## config.mk

```make
export PLATFORM = sky130hd
export DESIGN_NAME = apc_top
export DESIGN_NICKNAME = d
export VERILOG_FILES = /design/src/core/apc_pkg.sv /design/src/core/apc_bdiv.sv /design/src/core/apc_top.sv
export SDC_FILE = /design/constraint.sdc
export NUM_CORES = 1
export LEC_CHECK = 0
export BUFFER_PORTS_ARGS = -buffer_cell sky130_fd_sc_hd__buf_2
export CORE_UTILIZATION = 45
export CTS_CLUSTER_SIZE = 14
export DETAILED_ROUTE_END_ITERATION = 8
export PLACE_DENSITY = 0.73
export SETUP_SLACK_MARGIN = 0.2
export SLEW_MARGIN = 10
export SYNTH_ARGS = -nofsm -noshare
export SYNTH_HDL_FRONTEND = slang
export SYNTH_SLANG_ARGS = --single-unit
```

## constraint.sdc

```tcl
create_clock -name SYS_CLK_I -period 3.6 [get_ports SYS_CLK_I]
set_input_delay 0.36 -clock SYS_CLK_I [delete_from_list [all_inputs] [get_ports SYS_CLK_I]]
set_output_delay 0.36 -clock SYS_CLK_I [all_outputs]
set_load 0.005 [all_outputs]
```

## src/core/apc_pkg.sv

```systemverilog
// apc_pkg: register map, field positions, reset values and carriers
// for the audio port clock routing block; shared by core modules.
package apc_pkg;

   // register indices; byte address on the bus is four times the index
   localparam logic [7:0] IDX_IF_DIR     = 8'h1B;
   localparam logic [7:0] IDX_PORT_SET3  = 8'h1D;
   localparam logic [7:0] IDX_BDIV       = 8'h1E;
   localparam logic [7:0] IDX_SEC_SRC    = 8'h1F;
   localparam logic [7:0] IDX_PRI_SEC    = 8'h20;
   localparam logic [7:0] IDX_OUT_ROUTE  = 8'h21;
   localparam logic [7:0] IDX_MISC       = 8'h22;
   localparam logic [7:0] IDX_STATUS     = 8'h30;

   // writable bits of each register
   localparam logic [7:0] MSK_IF_DIR     = 8'h0C;
   localparam logic [7:0] MSK_PORT_SET3  = 8'hFF;
   localparam logic [7:0] MSK_BDIV       = 8'hFF;
   localparam logic [7:0] MSK_SEC_SRC    = 8'h79;
   localparam logic [7:0] MSK_PRI_SEC    = 8'h0D;
   localparam logic [7:0] MSK_OUT_ROUTE  = 8'hFF;
   localparam logic [7:0] MSK_MISC       = 8'h20;

   // values after reset
   localparam logic [7:0] RST_REG        = 8'h00;
   localparam logic [7:0] RST_BDIV       = 8'h01;

   // field positions
   localparam int BIT_BCLK_DIR   = 3;
   localparam int BIT_WCLK_DIR   = 2;
   localparam int BIT_BCLK_INV   = 3;
   localparam int BIT_BUF_PWR    = 2;
   localparam int LSB_DIV_SRC    = 0;
   localparam int BIT_DIV_PWR    = 7;
   localparam int LSB_DIV_RATIO  = 0;
   localparam int LSB_SEC_BCLK   = 5;
   localparam int LSB_SEC_WCLK   = 3;
   localparam int BIT_SEC_DIN    = 0;
   localparam int BIT_USE_SBCLK  = 3;
   localparam int BIT_USE_SWCLK  = 2;
   localparam int BIT_USE_SDIN   = 0;
   localparam int BIT_BCLK_OSEL  = 7;
   localparam int BIT_SBCLK_OSEL = 6;
   localparam int LSB_WCLK_OSEL  = 4;
   localparam int LSB_SWCLK_OSEL = 2;
   localparam int BIT_DOUT_LOOP  = 1;
   localparam int BIT_SDOUT_LOOP = 0;
   localparam int BIT_GEN_CALL   = 5;

   // selector codes
   localparam logic [1:0] DIVSRC_CONV = 2'h0;
   localparam logic [1:0] DIVSRC_MOD  = 2'h1;
   localparam logic [1:0] SRC_GPIO    = 2'h0;
   localparam logic [1:0] SRC_SCLK    = 2'h1;
   localparam logic [1:0] SRC_MISO    = 2'h2;
   localparam logic [1:0] SRC_DOUT    = 2'h3;
   localparam logic [1:0] WOSEL_FS    = 2'h0;
   localparam logic [1:0] WOSEL_SEC   = 2'h2;
   localparam logic [1:0] SWOSEL_PIN  = 2'h0;
   localparam logic [1:0] SWOSEL_FS   = 2'h1;

   // ratio field value zero divides by this
   localparam logic [7:0] DIV_ZERO_N  = 8'h80;

   localparam logic [1:0] HTRANS_NONSEQ = 2'h2;

   typedef struct packed {
      logic bclk;
      logic wclk;
      logic din;
      logic gpio;
      logic sclk;
      logic miso;
      logic dout_pin;
      logic conv_clk;
      logic converter_modulator_clock;
      logic converter_sample_rate_clock;
   } apc_pin_in_t;

   typedef struct packed {
      logic bclk;
      logic bclk_oe;
      logic wclk;
      logic wclk_oe;
      logic dout;
      logic sec_bclk;
      logic sec_wclk;
      logic sec_dout;
   } apc_pin_out_t;

   typedef struct packed {
      logic if_bclk;
      logic if_wclk;
      logic if_din;
      logic div_pwr;
      logic buf_pd;
      logic gc_accept;
   } apc_core_out_t;

endpackage

```

## src/core/apc_bdiv.sv

```systemverilog
// apc_bdiv: bit-clock divider, counts rising edges of its input clock.
// assumes tick and level come from synchronised logic on SYS_CLK_I.
`timescale 1ns/100ps
`default_nettype none
module apc_bdiv (
   input  wire logic       SYS_CLK_I,
   input  wire logic       NRST_I,
   input  wire logic       EN_I,
   input  wire logic       TICK_I,
   input  wire logic       LVL_I,
   input  wire logic [6:0] RATIO_I,
   output logic            CLK_O
);
   import apc_pkg::*;

   typedef struct packed {
      logic [7:0] cnt;
      logic       out;
   } apc_bdiv_st_t;

   apc_bdiv_st_t st_r;
   apc_bdiv_st_t st_nxt;
   logic [7:0]   n;
   logic [7:0]   half;

   always_comb begin
      st_nxt = st_r;
      n      = (RATIO_I == 7'h00) ? DIV_ZERO_N : {1'b0, RATIO_I};
      half   = 8'((9'(n) + 9'h001) >> 1);
      if (!EN_I) begin
         st_nxt.cnt = 8'h00;
         st_nxt.out = 1'b0;
      end else begin
         if (TICK_I) begin
            st_nxt.cnt = (st_r.cnt + 8'h01 >= n) ? 8'h00
                                                 : st_r.cnt + 8'h01;
         end
         // divide by one follows the input itself
         st_nxt.out = (n == 8'h01) ? LVL_I : (st_nxt.cnt < half);
      end
   end

   always_ff @(posedge SYS_CLK_I) begin
      if (!NRST_I) begin
         st_r <= '0;
      end else begin
         st_r <= st_nxt;
      end
   end

   assign CLK_O = st_r.out;
endmodule
`default_nettype wire

```

## src/core/apc_top.sv

```systemverilog
// apc_top: audio port clock and data routing with AHB-Lite registers.
// assumes pins are asynchronous to SYS_CLK_I and are resynchronised;
// GC_DET_I comes from the control interface on the same clock.
// Operation
// - polarity bit inverts the audio bit clock
// - buffer bit powers down buffers with codec
// - divider input 00 converter, 01 modulator clock
// - divider runs only while power bit set
// - ratio divides by value, zero means 128
// - secondary bit clock from gpio/sclk/miso/dout
// - secondary word clock from gpio/sclk/miso/dout
// - secondary data in from gpio or sclk
// - interface bit clock primary or secondary
// - interface word clock primary or secondary
// - interface data in primary or secondary
// - bit-clock output generated or secondary input
// - secondary bit-clock output pin or generated
// - word-clock output sample clock or secondary
// - secondary word-clock output pin or sample clock
// - data-out pin loops back secondary data
// - secondary data out loops back data in
// - general call accepted only when enabled
// - bit-clock pin driven only when direction set
// - word-clock pin driven only when direction set
//
// Added by the designer: the AHB-Lite interface to the registers.
`timescale 1ns/100ps
`default_nettype none
module apc_top (
   input  wire logic                   SYS_CLK_I,
   input  wire logic                   NRST_I,
   input  wire logic                   HSEL_I,
   input  wire logic [31:0]            HADDR_I,
   input  wire logic [1:0]             HTRANS_I,
   input  wire logic                   HWRITE_I,
   input  wire logic [2:0]             HSIZE_I,
   input  wire logic [31:0]            HWDATA_I,
   input  wire logic                   HREADY_I,
   output logic                        HREADYOUT_O,
   output logic                        HRESP_O,
   output logic [31:0]                 HRDATA_O,
   input  wire apc_pkg::apc_pin_in_t   PIN_I,
   output apc_pkg::apc_pin_out_t       PIN_O,
   input  wire logic                   CODEC_PD_I,
   input  wire logic                   GC_DET_I,
   output apc_pkg::apc_core_out_t      CORE_O
);
   import apc_pkg::*;

   typedef struct packed {
      logic [7:0]    if_dir;
      logic [7:0]    set3;
      logic [7:0]    bdiv;
      logic [7:0]    sec_src;
      logic [7:0]    pri_sec;
      logic [7:0]    out_route;
      logic [7:0]    misc;
      logic          wr_pend;
      logic [7:0]    wr_idx;
      logic [31:0]   rdata;
      apc_pin_in_t   s1;
      apc_pin_in_t   s2;
      logic          div_prev;
      apc_pin_out_t  po;
      apc_core_out_t co;
   } apc_top_st_t;

   apc_top_st_t st_r;
   apc_top_st_t st_nxt;

   logic       gen_bclk;
   logic       div_in;
   logic       div_tick;
   logic       sec_bclk;
   logic       sec_wclk;
   logic       sec_din;
   logic       pri_bclk;
   logic       addr_ok;
   logic [7:0] a_idx;
   logic [7:0] wv;

   function automatic logic sel4(input logic [1:0] code,
                                 input apc_pin_in_t p);
      logic r;
      r = 1'b0;
      unique case (code)
         SRC_GPIO: r = p.gpio;
         SRC_SCLK: r = p.sclk;
         SRC_MISO: r = p.miso;
         SRC_DOUT: r = p.dout_pin;
      endcase
      return r;
   endfunction

   function automatic logic [7:0] rd_reg(input logic [7:0] idx,
                                        input apc_top_st_t s);
      logic [7:0] r;
      r = 8'h00;
      case (idx)
         IDX_IF_DIR:    r = s.if_dir;
         IDX_PORT_SET3: r = s.set3;
         IDX_BDIV:      r = s.bdiv;
         IDX_SEC_SRC:   r = s.sec_src;
         IDX_PRI_SEC:   r = s.pri_sec;
         IDX_OUT_ROUTE: r = s.out_route;
         IDX_MISC:      r = s.misc;
         IDX_STATUS:    r = {3'h0, s.co.buf_pd, s.po.wclk_oe,
                             s.po.bclk_oe, s.po.bclk, s.co.div_pwr};
         default:       r = 8'h00;
      endcase
      return r;
   endfunction

   function automatic logic [7:0] upd(input logic [7:0] old,
                                      input logic [7:0] val,
                                      input logic [7:0] msk);
      return (old & ~msk) | (val & msk);
   endfunction

   apc_bdiv u_bdiv (
      .SYS_CLK_I (SYS_CLK_I),
      .NRST_I    (NRST_I),
      .EN_I      (st_r.bdiv[BIT_DIV_PWR]),
      .TICK_I    (div_tick),
      .LVL_I     (div_in),
      .RATIO_I   (st_r.bdiv[LSB_DIV_RATIO +: 7]),
      .CLK_O     (gen_bclk)
   );

   always_comb begin
      st_nxt = st_r;

      // pin resynchronisers
      st_nxt.s1 = PIN_I;
      st_nxt.s2 = st_r.s1;

      // bus data phase: apply a pending write
      wv = HWDATA_I[7:0];
      st_nxt.wr_pend = 1'b0;
      if (st_r.wr_pend) begin
         unique case (st_r.wr_idx)
            IDX_IF_DIR:
               st_nxt.if_dir = upd(st_r.if_dir, wv, MSK_IF_DIR);
            IDX_PORT_SET3:
               st_nxt.set3 = upd(st_r.set3, wv, MSK_PORT_SET3);
            IDX_BDIV:
               st_nxt.bdiv = upd(st_r.bdiv, wv, MSK_BDIV);
            IDX_SEC_SRC:
               st_nxt.sec_src = upd(st_r.sec_src, wv, MSK_SEC_SRC);
            IDX_PRI_SEC:
               st_nxt.pri_sec = upd(st_r.pri_sec, wv, MSK_PRI_SEC);
            IDX_OUT_ROUTE:
               st_nxt.out_route = upd(st_r.out_route, wv, MSK_OUT_ROUTE);
            IDX_MISC:
               st_nxt.misc = upd(st_r.misc, wv, MSK_MISC);
            default: begin
            end
         endcase
      end

      // bus address phase; read data sees a write just completed
      a_idx   = HADDR_I[9:2];
      addr_ok = HSEL_I && HREADY_I && HTRANS_I == HTRANS_NONSEQ;
      if (addr_ok && HADDR_I[31:10] == 22'h000000) begin
         st_nxt.wr_pend = HWRITE_I;
         st_nxt.wr_idx  = a_idx;
      end
      if (addr_ok && !HWRITE_I) begin
         st_nxt.rdata = (HADDR_I[31:10] == 22'h000000)
                        ? {24'h000000, rd_reg(a_idx, st_nxt)}
                        : 32'h00000000;
      end

      // secondary sources
      sec_bclk = sel4(st_r.sec_src[LSB_SEC_BCLK +: 2], st_r.s2);
      sec_wclk = sel4(st_r.sec_src[LSB_SEC_WCLK +: 2], st_r.s2);
      sec_din  = st_r.sec_src[BIT_SEC_DIN] ? st_r.s2.sclk
                                           : st_r.s2.gpio;
      pri_bclk = st_r.s2.bclk;

      // divider input; forbidden codes give no clock
      unique case (st_r.set3[LSB_DIV_SRC +: 2])
         DIVSRC_CONV: div_in = st_r.s2.conv_clk;
         DIVSRC_MOD:  div_in = st_r.s2.converter_modulator_clock;
         default:     div_in = 1'b0;
      endcase
      st_nxt.div_prev = div_in;
      div_tick = div_in && !st_r.div_prev;

      // audio interface clocks and data
      st_nxt.co.if_bclk = (st_r.pri_sec[BIT_USE_SBCLK] ? sec_bclk
                           : pri_bclk) ^ st_r.set3[BIT_BCLK_INV];
      st_nxt.co.if_wclk = st_r.pri_sec[BIT_USE_SWCLK] ? sec_wclk
                          : st_r.s2.wclk;
      st_nxt.co.if_din  = st_r.pri_sec[BIT_USE_SDIN] ? sec_din
                          : st_r.s2.din;
      st_nxt.co.div_pwr = st_r.bdiv[BIT_DIV_PWR];
      st_nxt.co.buf_pd  = st_r.set3[BIT_BUF_PWR] && CODEC_PD_I;
      st_nxt.co.gc_accept = GC_DET_I && st_r.misc[BIT_GEN_CALL];

      // bit-clock pin
      st_nxt.po.bclk_oe = st_r.if_dir[BIT_BCLK_DIR];
      st_nxt.po.bclk = st_r.if_dir[BIT_BCLK_DIR]
                       && ((st_r.out_route[BIT_BCLK_OSEL] ? sec_bclk
                            : gen_bclk) ^ st_r.set3[BIT_BCLK_INV]);
      st_nxt.po.sec_bclk = st_r.out_route[BIT_SBCLK_OSEL] ? gen_bclk
                           : pri_bclk;

      // word-clock pin; reserved codes hold it low
      st_nxt.po.wclk_oe = st_r.if_dir[BIT_WCLK_DIR];
      unique case (st_r.out_route[LSB_WCLK_OSEL +: 2])
         WOSEL_FS:  st_nxt.po.wclk = st_r.if_dir[BIT_WCLK_DIR]
                    && st_r.s2.converter_sample_rate_clock;
         WOSEL_SEC: st_nxt.po.wclk = st_r.if_dir[BIT_WCLK_DIR]
                    && sec_wclk;
         default:   st_nxt.po.wclk = 1'b0;
      endcase
      unique case (st_r.out_route[LSB_SWCLK_OSEL +: 2])
         SWOSEL_PIN: st_nxt.po.sec_wclk = st_r.s2.wclk;
         SWOSEL_FS:  st_nxt.po.sec_wclk =
                     st_r.s2.converter_sample_rate_clock;
         default:    st_nxt.po.sec_wclk = 1'b0;
      endcase

      // loopback data paths; reserved settings drive low
      st_nxt.po.dout = st_r.out_route[BIT_DOUT_LOOP] && sec_din;
      st_nxt.po.sec_dout = !st_r.out_route[BIT_SDOUT_LOOP]
                           && st_r.s2.din;
   end

   always_ff @(posedge SYS_CLK_I) begin
      if (!NRST_I) begin
         st_r      <= '0;
         st_r.bdiv <= RST_BDIV;
      end else begin
         st_r <= st_nxt;
      end
   end

   assign HREADYOUT_O = 1'b1;
   assign HRESP_O     = 1'b0;
   assign HRDATA_O    = st_r.rdata;
   assign PIN_O       = st_r.po;
   assign CORE_O      = st_r.co;
endmodule
`default_nettype wire

```

**After elaboration in Yosys (flattened, before gate mapping)**

Cells that the tools add are included.

- Word-level logic and storage cells: 133
- Memories kept: 0
- Output and inout bits: 48
- Latch bits: 0
- Memory bits (read-only): 0
- Flip-flop bits (word level): 141
- Memory bits (writable): 0

- Add/subtract/negate cells: 2
- Div/mod/pow operators: 0
- Multiply operators: 0
- Equal/unequal tests: 26
- Reductions and logical operators: 24
- Multiplexer cells: 26
- Shift-type cells: 0
- Bitwise gates (word level): 6
- Order comparisons: 2

Operators with widths:

| cell | number |
|---|---|
| 8-bit 2-to-1 mux | 12 |
| 8-bit by 5-bit == test with 1-bit output (second input constant) | 8 |
| 8-bit case mux with 8 select lines | 1 |
| 8-bit by 6-bit == test with 1-bit output (second input constant) | 7 |
| 56-bit 2-to-1 mux | 1 |
| 22-bit zero test | 1 |
| 8-bit by 4-bit OR with 8-bit output | 2 |
| 2-bit == test (second input constant) | 6 |
| 1-bit logical AND | 12 |
| 2-bit zero test | 5 |
| 8-bit by 1-bit adder with 9-bit output (second input constant) | 1 |
| 8-bit by 1-bit adder with 8-bit output (second input constant) | 1 |
| 2-bit by 1-bit == test with 1-bit output (second input constant) | 4 |
| 8-bit by 1-bit == test with 1-bit output (second input constant) | 1 |
| 8-bit >= comparator | 1 |
| 8-bit < comparator | 1 |
| 8-bit by 6-bit OR with 8-bit output | 1 |
| 8-bit by 7-bit OR with 8-bit output | 1 |
| 1-bit case mux with 4 select lines | 2 |
| 7-bit zero test | 1 |
| 1-bit 2-to-1 mux | 7 |
| 1-bit case mux with 2 select lines | 3 |
| 2-bit AND reduction | 2 |
| 1-bit zero test | 3 |
| 1-bit bitwise XOR | 2 |

**Logic depth before layout (Yosys ltp)**

Gate-level depths: netlist of run 1.

- Depth after elaboration: 8
- Gate-level depth with buffers: 18
- Gate-level depth less buffers: 18

**By module**

From an unflattened synthesis of run 1, not the netlist that was laid out.

- Cell total of the unflattened synthesis: 564
- Area total of the unflattened synthesis: 5263.8 µm²

Modules (own cells, without submodules):

| module | cells each | area each (µm²) | sequential area each (µm²) | instances |
|---|---|---|---|---|
| apc_top | 420 | 4170.2 | 1741.7 | 1 |
| apc_bdiv | 144 | 1093.5 | 180.2 | 1 |

**Worst setup path before layout of run 1**

No wires, ideal clock.

- Path type: flip-flop to flip-flop
- Start: register u_bdiv.st_r[1] (netlist bit)
- End: register u_bdiv.st_r, in the netlist u_bdiv.CLK_O
- Buffers on the path: 0
- Cell stages (with the launch flop): 16
- Library setup time: 123 ps
- Arrival time: 3017 ps
- Slack: 460 ps
- Cell sequence: dfxtp_1 > and3_1 > and3_1 > and3_1 > xor2_1 > ha_1 > a21oi_1 > o21ai_0 > a21oi_1 > nand3_1 > a31oi_1 > ha_1 > nand4_1 > a311o_1 > a31oi_1 > o21ai_0

- Word-level cells in the longest chain between the ends: 7

RTL lines:

| element | RTL line | text |
|---|---|---|
| start: declaration | apc_bdiv.sv:21 | `apc_bdiv_st_t st_r;` |
| start signal: assignment | apc_bdiv.sv:47 | `st_r <= st_nxt;` |
| 8-bit by 1-bit adder with 8-bit output | apc_bdiv.sv:35, apc_bdiv.sv:36 |  |
| 8-bit >= comparator | apc_bdiv.sv:35 | `st_nxt.cnt = (st_r.cnt + 8'h01 >= n) ? 8'h00` |
| 8-bit 2-to-1 mux | apc_bdiv.sv:35 |  |
| 8-bit 2-to-1 mux * | apc_bdiv.sv:34 | `if (TICK_I) begin` |
| 8-bit 2-to-1 mux * | apc_bdiv.sv:30 | `if (!EN_I) begin` |
| 8-bit < comparator * | apc_bdiv.sv:39 | `st_nxt.out = (n == 8'h01) ? LVL_I : (st_nxt.cnt < half);` |
| 1-bit 2-to-1 mux * | apc_bdiv.sv:39 |  |

Mark *: on every way between the ends. The rest lies on a longest branch, timed or not. The select of a mux whose other input is x is not followed.
A chain may end at the register's enable or synchronous reset.

**Final worst setup path of run 1**

Ends and elaborated chain as after synthesis.

==> impl_metrics.env, run 1 <==
export IMPL_drtAntennaViolNets=0
export IMPL_drc_errors=0
export IMPL_slew_violations=0
export IMPL_rsz0062_at_grt="no"
export IMPL_max_cap_violations=0
export IMPL_max_freq_ghz=0.3036
export IMPL_drtIter0Drc=194
export IMPL_synth_top_area_frac=0.3928
export IMPL_layoutNonFillerInstCount=713
export IMPL_io_pins=134
export IMPL_gp_congestion=0.8614
export IMPL_hold_viol=0
export IMPL_place_inst=695
export IMPL_crit_path_frequent_cell="and3_4"
export IMPL_max_stage_delay_ns=0.40
export IMPL_yosys_area_top_type="dfxtp_1"
export IMPL_cts_buffers=9
export IMPL_path_class="flop to flop"
export IMPL_cp_data_arrival_time_ns=3.55
export IMPL_critPathSlowestCell="dfxtp_4"
export IMPL_clk_pin_slew_worst_paths_ns=0.10
export IMPL_netlist_area_mm2=0.004892
export IMPL_antenna_diode_count=0
export IMPL_grt_usage=0.1992
export IMPL_grt_max_degree=52
export IMPL_crit_path_max_fanout=8
export IMPL_cellLeakagePower_uw=0.002374
export IMPL_setup_viol=0
export IMPL_syn_to_final_growth_pct=12.43
export IMPL_min_period_ns=3.294
export IMPL_dr_total_vias=3815
export IMPL_synth_area_per_cell_um2=9.481
export IMPL_powerDensity_mw_per_mm2=357.1
export IMPL_vdd_ir_drop_max_mv=0.3099
export IMPL_yosysSeqAreaShare=0.3928
export IMPL_rows=37
export IMPL_path_buf_inv=1
export IMPL_synthMostInstantiatedCell="dfxtp_1"
export IMPL_io_buffers=78
export IMPL_min_path_type="primary input to flop"
export IMPL_start_util=0.4697
export IMPL_ys_warn_count=0
export IMPL_worstPathCellList="and3_4 -> and3_4 -> and3_4 -> xor2_2 -> ha_4 -> nand2_2 -> nor3_4 -> a21oi_4 -> buf_6 -> and2_1 -> a22o_1 -> ha_4 -> nand4_1 -> a311o_1 -> a31oi_1 -> o21ai_1"
export IMPL_routed_wl_mm=11.08
export IMPL_ys_ff_latch=96
export IMPL_critical_path_top_delay_family="simple AND/OR/NAND/NOR gates"
export IMPL_place_hpwl_mm=8.209
export IMPL_cts_tree="built"
export IMPL_via_per_inst=5.351
export IMPL_end_kind="flop"
export IMPL_grt_pass1_wl_mm=17.48
export IMPL_required_ns=3.86
export IMPL_synth_cell_types=57
export IMPL_drive_above_1_share=0.2184
export IMPL_tns_ns=0
export IMPL_grt_overflow_total=0
export IMPL_grt_antenna_before_repair=0
export IMPL_status="finished clean"
export IMPL_first_global_vias=3592
export IMPL_timing_final_crit_share=0.9149
export IMPL_dieArea_mm2=0.01129
export IMPL_core_mm2=0.01042
export IMPL_cts_buffer_depth=2
export IMPL_drtPass1Iterations=5
export IMPL_syn_inst=516
export IMPL_worst_slew_pin_slew_ns=0.8959
export IMPL_nNetsFinal=677
export IMPL_cts_sinks=96
export IMPL_synth_main_ff_cell="dfxtp_1"
export IMPL_crit_path_start_kind="flop"
export IMPL_wl_per_cell_um=15.54
export IMPL_async_reset_ff_frac=0
export IMPL_die_w_um=106.3
export IMPL_die_y_um=106.3
export IMPL_synth_enable_flop_cells=0
export IMPL_clock_skew_ns=0.01798
export IMPL_synth_common_cells="dfxtp_1, mux2i_1, buf_4"
export IMPL_cts_htree_levels=3
export IMPL_root_buffer="clkbuf_8"
export IMPL_insertion_delay_ns=0.36
export IMPL_netlist_top_cells_area="dfxtp_1, mux2i_1, buf_4, nor2b_1, ha_1"
export IMPL_maxSlewHeadroom=0.3982
-- placed cells by master, fill, tap and decap left out, types with 2 or more instances in the layout --
cell type  instances
a21o_1             3
a21oi_1           10
a22oi_1            3
a31oi_1            3
and2_1            37
and3_1             5
and3_4             3
buf_2             78
buf_4              8
bufinv_16          2
clkbuf_8          11
clkinv_2           2
conb_1            27
dfxtp_1           93
dfxtp_2            2
ha_1              17
ha_4               2
inv_1             10
maj3_1             2
mux2i_1           52
mux4_2             2
nand2_1           21
nand3_1           17
nand4_1            7
nand4b_1           3
nand4bb_1          2
nor2_1            20
nor2b_1           48
nor3_1             5
nor3b_1            3
nor4_1             6
nor4b_1            4
o21ai_0            7
o21ai_1            2
o22ai_1            9
o311a_1            3
or4_1              2
xnor2_1           10
xor2_1             2
-- final timing paths --
| path | start | end | slack, ns | depth (start not counted) |
|---|---|---|---|---|
| worst max-delay path | u_bdiv.st_r[1] | u_bdiv.CLK_O | 0.31 | 16 |
| worst min-delay path | PIN_I[3] | st_nxt[18] | 0.20 | 2 |
| worst max register to register | u_bdiv.st_r[1] | u_bdiv.CLK_O | 0.31 | 16 |
| worst min register to register | st_r[88] | PIN_O[5] | 0.43 | 1 |
-- state kept, by name, summed over array words and instances, names as in the netlist --
| name | count |
|---|---|
| pri_bclk | 1 |
| u_bdiv.st_r | 8 |
| PIN_O | 8 |
| st_nxt | 13 |
| CORE_O | 6 |
| st_r | 51 |
| u_bdiv.CLK_O | 1 |
| HRDATA_O | 8 |
-- routing by layer --
| layer | global-route usage | up-vias | wire [um] |
|---|---|---|---|
| li1 | - | 1841 | - |
| met1 | 0.2448 | 1800 | 4901 |
| met2 | 0.3293 | 143 | 5166 |
| met3 | 0.04231 | 31 | 680 |
| met4 | 0.09821 | 0 | 333 |
| met5 | 0 | - | 0 |
-- logic make-up (layout without fill, tap and decap cells) --
group	count (synthesis)	count (layout)	synth area share
muxes	55	55	0.1179
AOI/OAI and AO/OA	56	56	0.07647
DFF	96	96	0.3928
other	2	27	0.001535
and+or+nand+nor	196	196	0.2379
adders and majority gates	21	21	0.05269
buffers and inverters	77	113	0.09744
xor gates and xnor gates	13	13	0.02327
-- power by group --
part	leakage (uW)	switching, uW	total, uW	internal [uW]
logic	0.00148	51.9	98.8	46.9
clock network	0.000119	361	789	428
registers	0.000780	3.69	1080	1070
-- worst reg2reg max path, stage by stage, from the launching register on --
cell and delay [ns]:
dfxtp_4 0.40, and3_4 0.19, and3_4 0.19, and3_4 0.19
xor2_2 0.23, ha_4 0.18, nand2_2 0.08, nor3_4 0.22
a21oi_4 0.12, buf_6 0.14, and2_1 0.14, a22o_1 0.22
ha_4 0.28, nand4_1 0.08, a311o_1 0.31, a31oi_1 0.14
o21ai_1 0.09
-- timing repair --
action / 4_1_cts / 5_1_grt
pin swaps: 0 / 5
gates resized for setup: 3 / 19
setup endpoints to repair: 1 / 1
buffers inserted: 0 / 2
endpoints found under the hold margin: 0 / 0
hold buffers: 0 / 0
gates cloned: 0 / 0
-- metrics by stage --
step                      total power, uW  setup WS [ns]  cell area (um^2)  utilization  hold WS, ns
after CTS                            1977         0.2012              5400       0.5184       0.1973
after global placement               1197        0.03450              5160       0.4954       0.4137
after global routing                 2039         0.1669              5500       0.5280       0.1977
final                                1964         0.3062              5500       0.5280       0.2048
after floorplan                      1173         0.4603              4986            -       0.3893
after detailed placement             1200        0.01159              5160       0.4954       0.4227
-- layout make-up --
cell class	count	area, um^2
flip-flops and latches	96	1928
repair buffers	87	461.7
fillers	977	4916
clock buffers	11	151.4
multi-input cells	368	2673
clock inverters	5	78.83
well taps	136	170.2
inverters	10	37.54
(Power assumes the default switching activity.)
==> inputs of run 2 (changes only) <==
- ABC_AREA: unset -> 1
==> run 2 against run 1 <==
Effect of this change:
- power down 4.7%
- non-clock buffer count down 7
- clock skew down 0.0097 ns
- critical endpoint unchanged
- synthesized cell count up 38%
- core utilization down 2.4 points
- critical path depth up 4
- sequential power about the same
==> impl_metrics.env, run 2 <==
export IMPL_netlist_area_mm2=0.005030
export IMPL_max_cap_violations=0
export IMPL_path_buf_inv=2
export IMPL_slew_violations=0
export IMPL_crit_path_frequent_cell="nand2_1"
export IMPL_cts_sinks=96
export IMPL_clock_skew_ns=0.008308
export IMPL_cts_htree_levels=3
export IMPL_crit_path_max_fanout=6
export IMPL_vdd_ir_drop_max_mv=0.2097
export IMPL_die_w_um=107.7
export IMPL_maxSlewHeadroom=0.6386
export IMPL_stdcell_area_mm2=0.005488
export IMPL_timing_final_crit_share=0.8510
export IMPL_place_inst=896
export IMPL_layout_commonest_cell="nand2_1"
export IMPL_async_reset_ff_frac=0
export IMPL_gp_congestion=0.8675
export IMPL_postCtsHoldBufs=0
export IMPL_worst_slew_pin_slew_ns=0.5406
export IMPL_synth_main_ff_cell="dfxtp_1"
export IMPL_dieArea_mm2=0.01160
export IMPL_total_power_uw=1872
export IMPL_synth_area_per_cell_um2=7.064
export IMPL_worstPathCellList="ha_1 -> nand3_2 -> nor3b_2 -> xor2_1 -> ha_1 -> nand2_1 -> inv_1 -> nand2_1 -> nand2_1 -> nor2_2 -> nand2_1 -> inv_2 -> nand2_1 -> nand2_1 -> ha_1 -> a21oi_1 -> nor2_1 -> a2111oi_1 -> nand2_1 -> a21oi_1"
export IMPL_top_register="st_r"
export IMPL_io_buffers=78
export IMPL_synth_top_area_frac=0.3821
export IMPL_layoutNonFillerInstCount=912
export IMPL_hold_viol=0
export IMPL_synth_cell_types=39
export IMPL_end_kind="flop"
export IMPL_grt_pass1_wl_mm=18.01
export IMPL_wl_per_cell_um=11.69
export IMPL_tns_ns=0
export IMPL_crit_path_start_kind="flop"
export IMPL_min_path_type="primary input to flop"
export IMPL_postCtsSetupBuffers=0
export IMPL_max_freq_ghz=0.3264
export IMPL_status="finished clean"
export IMPL_yosys_area_top_type="dfxtp_1"
export IMPL_min_period_ns=3.064
export IMPL_dpl_cell_area_mm2=0.005273
export IMPL_ys_ff_latch=96
export IMPL_netlist_top_cells_area="dfxtp_1, nand2_1, inv_1, buf_4, nor2_1"
export IMPL_largest_reg_flops=51
export IMPL_cts_tree="built"
export IMPL_routed_wl_mm=10.67
export IMPL_synth_enable_flop_cells=0
export IMPL_via_per_inst=4.735
export IMPL_grt_overflow_total=0
export IMPL_cts_buffers=9
export IMPL_insertion_delay_ns=0.37
export IMPL_synthMostInstantiatedCell="nand2_1"
export IMPL_core_mm2=0.01089
export IMPL_synth_common_cells="nand2_1, inv_1, dfxtp_1"
export IMPL_clk_pin_slew_worst_paths_ns=0.10
export IMPL_antenna_diode_count=0
export IMPL_start_util=0.4620
export IMPL_nNetsFinal=872
export IMPL_place_hpwl_mm=8.159
export IMPL_root_buffer="clkbuf_8"
export IMPL_io_pins=134
export IMPL_syn_inst=712
export IMPL_drive_above_1_share=0.1632
export IMPL_grt_antenna_before_repair=0
export IMPL_critPathSlowestCell="dfxtp_2"
export IMPL_grt_usage=0.1999
export IMPL_setup_viol=0
export IMPL_max_stage_delay_ns=0.38
export IMPL_drtIter0Drc=182
export IMPL_cp_data_arrival_time_ns=3.36
export IMPL_powerDensity_mw_per_mm2=341.2
export IMPL_ys_warn_count=0
export IMPL_drtPass1Iterations=4
export IMPL_yosysSeqAreaShare=0.3821
export IMPL_rsz0062_at_grt="no"
export IMPL_die_y_um=107.7
export IMPL_cts_resized=0
export IMPL_rows=38
export IMPL_drc_errors=0
export IMPL_critical_path_top_delay_family="simple AND/OR/NAND/NOR gates"
export IMPL_cellLeakagePower_uw=0.002755
export IMPL_grt_max_degree=41
export IMPL_path_class="flop to flop"
export IMPL_required_ns=3.90
export IMPL_drtAntennaViolNets=0
export IMPL_syn_to_final_growth_pct=9.104
export IMPL_dr_total_vias=4318
export IMPL_final_util=0.5040
export IMPL_cts_buffer_depth=2
export IMPL_layout_common_cells="nand2_1, inv_1, dfxtp_1"
export IMPL_first_global_vias=3944
run 2: cell types whose count changed in the layout (fill, tap and decap cells not counted), sizes merged, moves of 7 or more:
cell   before  now
and2       37    0
o21ai      10   48
inv        10  116
nor2       20   84
xnor2      10    3
nor3        7   14
nand2      22  169
mux2i      52    0
buf        87   80
or2         0    7
nor2b      48    0
a21oi      12   36
run 2: area by class of cell:
cell class	instances	area [um^2]
Tap cell	140	175.2
Fill cell	1116	5400
Sequential cell	96	1923
Clock buffer	10	137.6
Multi-Input combinational cell	469	2372
Clock inverter	6	57.56
Inverter	111	416.7
Timing Repair Buffer	80	405.4
run 2: path summary, 6_finish.rpt:
| path | from | end | slack, ns | depth (start not counted) |
|---|---|---|---|---|
| worst max-delay path | u_bdiv.st_r[1] | u_bdiv.CLK_O | 0.54 | 20 |
| worst max register to register | u_bdiv.st_r[1] | u_bdiv.CLK_O | 0.54 | 20 |
| worst min-delay path | PIN_I[8] | st_nxt[23] | 0.16 | 3 |
| worst min register to register | st_nxt[23] | st_r[23] | 0.42 | 2 |
run 2: kinds of logic after synthesis:
logic type / count (synthesis) / share of synthesized area
DFF: 96 / 0.3821
xor gates and xnor gates: 10 / 0.01741
adders and majority gates: 19 / 0.04726
and+or+nand+nor: 307 / 0.2629
buffers and inverters: 172 / 0.1687
AOI/OAI and AO/OA: 106 / 0.1201
other: 2 / 0.001493
run 2: per-stage QoR:
stage                     hold WS [ns]  worst slack (ns)
after global placement          0.3920            0.3720
after floorplan                 0.3895            0.6626
after detailed placement        0.3976            0.3405
final                           0.1640            0.5365
after CTS                       0.1486            0.3078
after global routing            0.1515            0.2031
run 2: per-layer routing:
| metal | vias up | global-route usage | part of all wire |
|---|---|---|---|
| li1 | 2261 | - | - |
| met1 | 1922 | 0.2578 | 0.46 |
| met2 | 125 | 0.3265 | 0.46 |
| met3 | 10 | 0.05024 | 0.068 |
| met4 | 0 | 0.06164 | 0.015 |
| met5 | - | 0 | 0 |
run 2: worst register-to-register path, cell delays in order, from the launching register on:
cell and delay [ns]:
dfxtp_2 0.38, ha_1 0.20, nand3_2 0.10, nor3b_2 0.22
xor2_1 0.21, ha_1 0.26, nand2_1 0.09, inv_1 0.04
nand2_1 0.05, nand2_1 0.05, nor2_2 0.12, nand2_1 0.10
inv_2 0.11, nand2_1 0.08, nand2_1 0.07, ha_1 0.24
a21oi_1 0.13, nor2_1 0.05, a2111oi_1 0.31, nand2_1 0.09
a21oi_1 0.12
run 2: where the power goes:
| group | switching [uW] | internal, uW | leakage (uW) |
|---|---|---|---|
| combinational | 59.4 | 35.5 | 0.00187 |
| clock | 411 | 289 | 0.000102 |
| sequential | 4.27 | 1070 | 0.000778 |
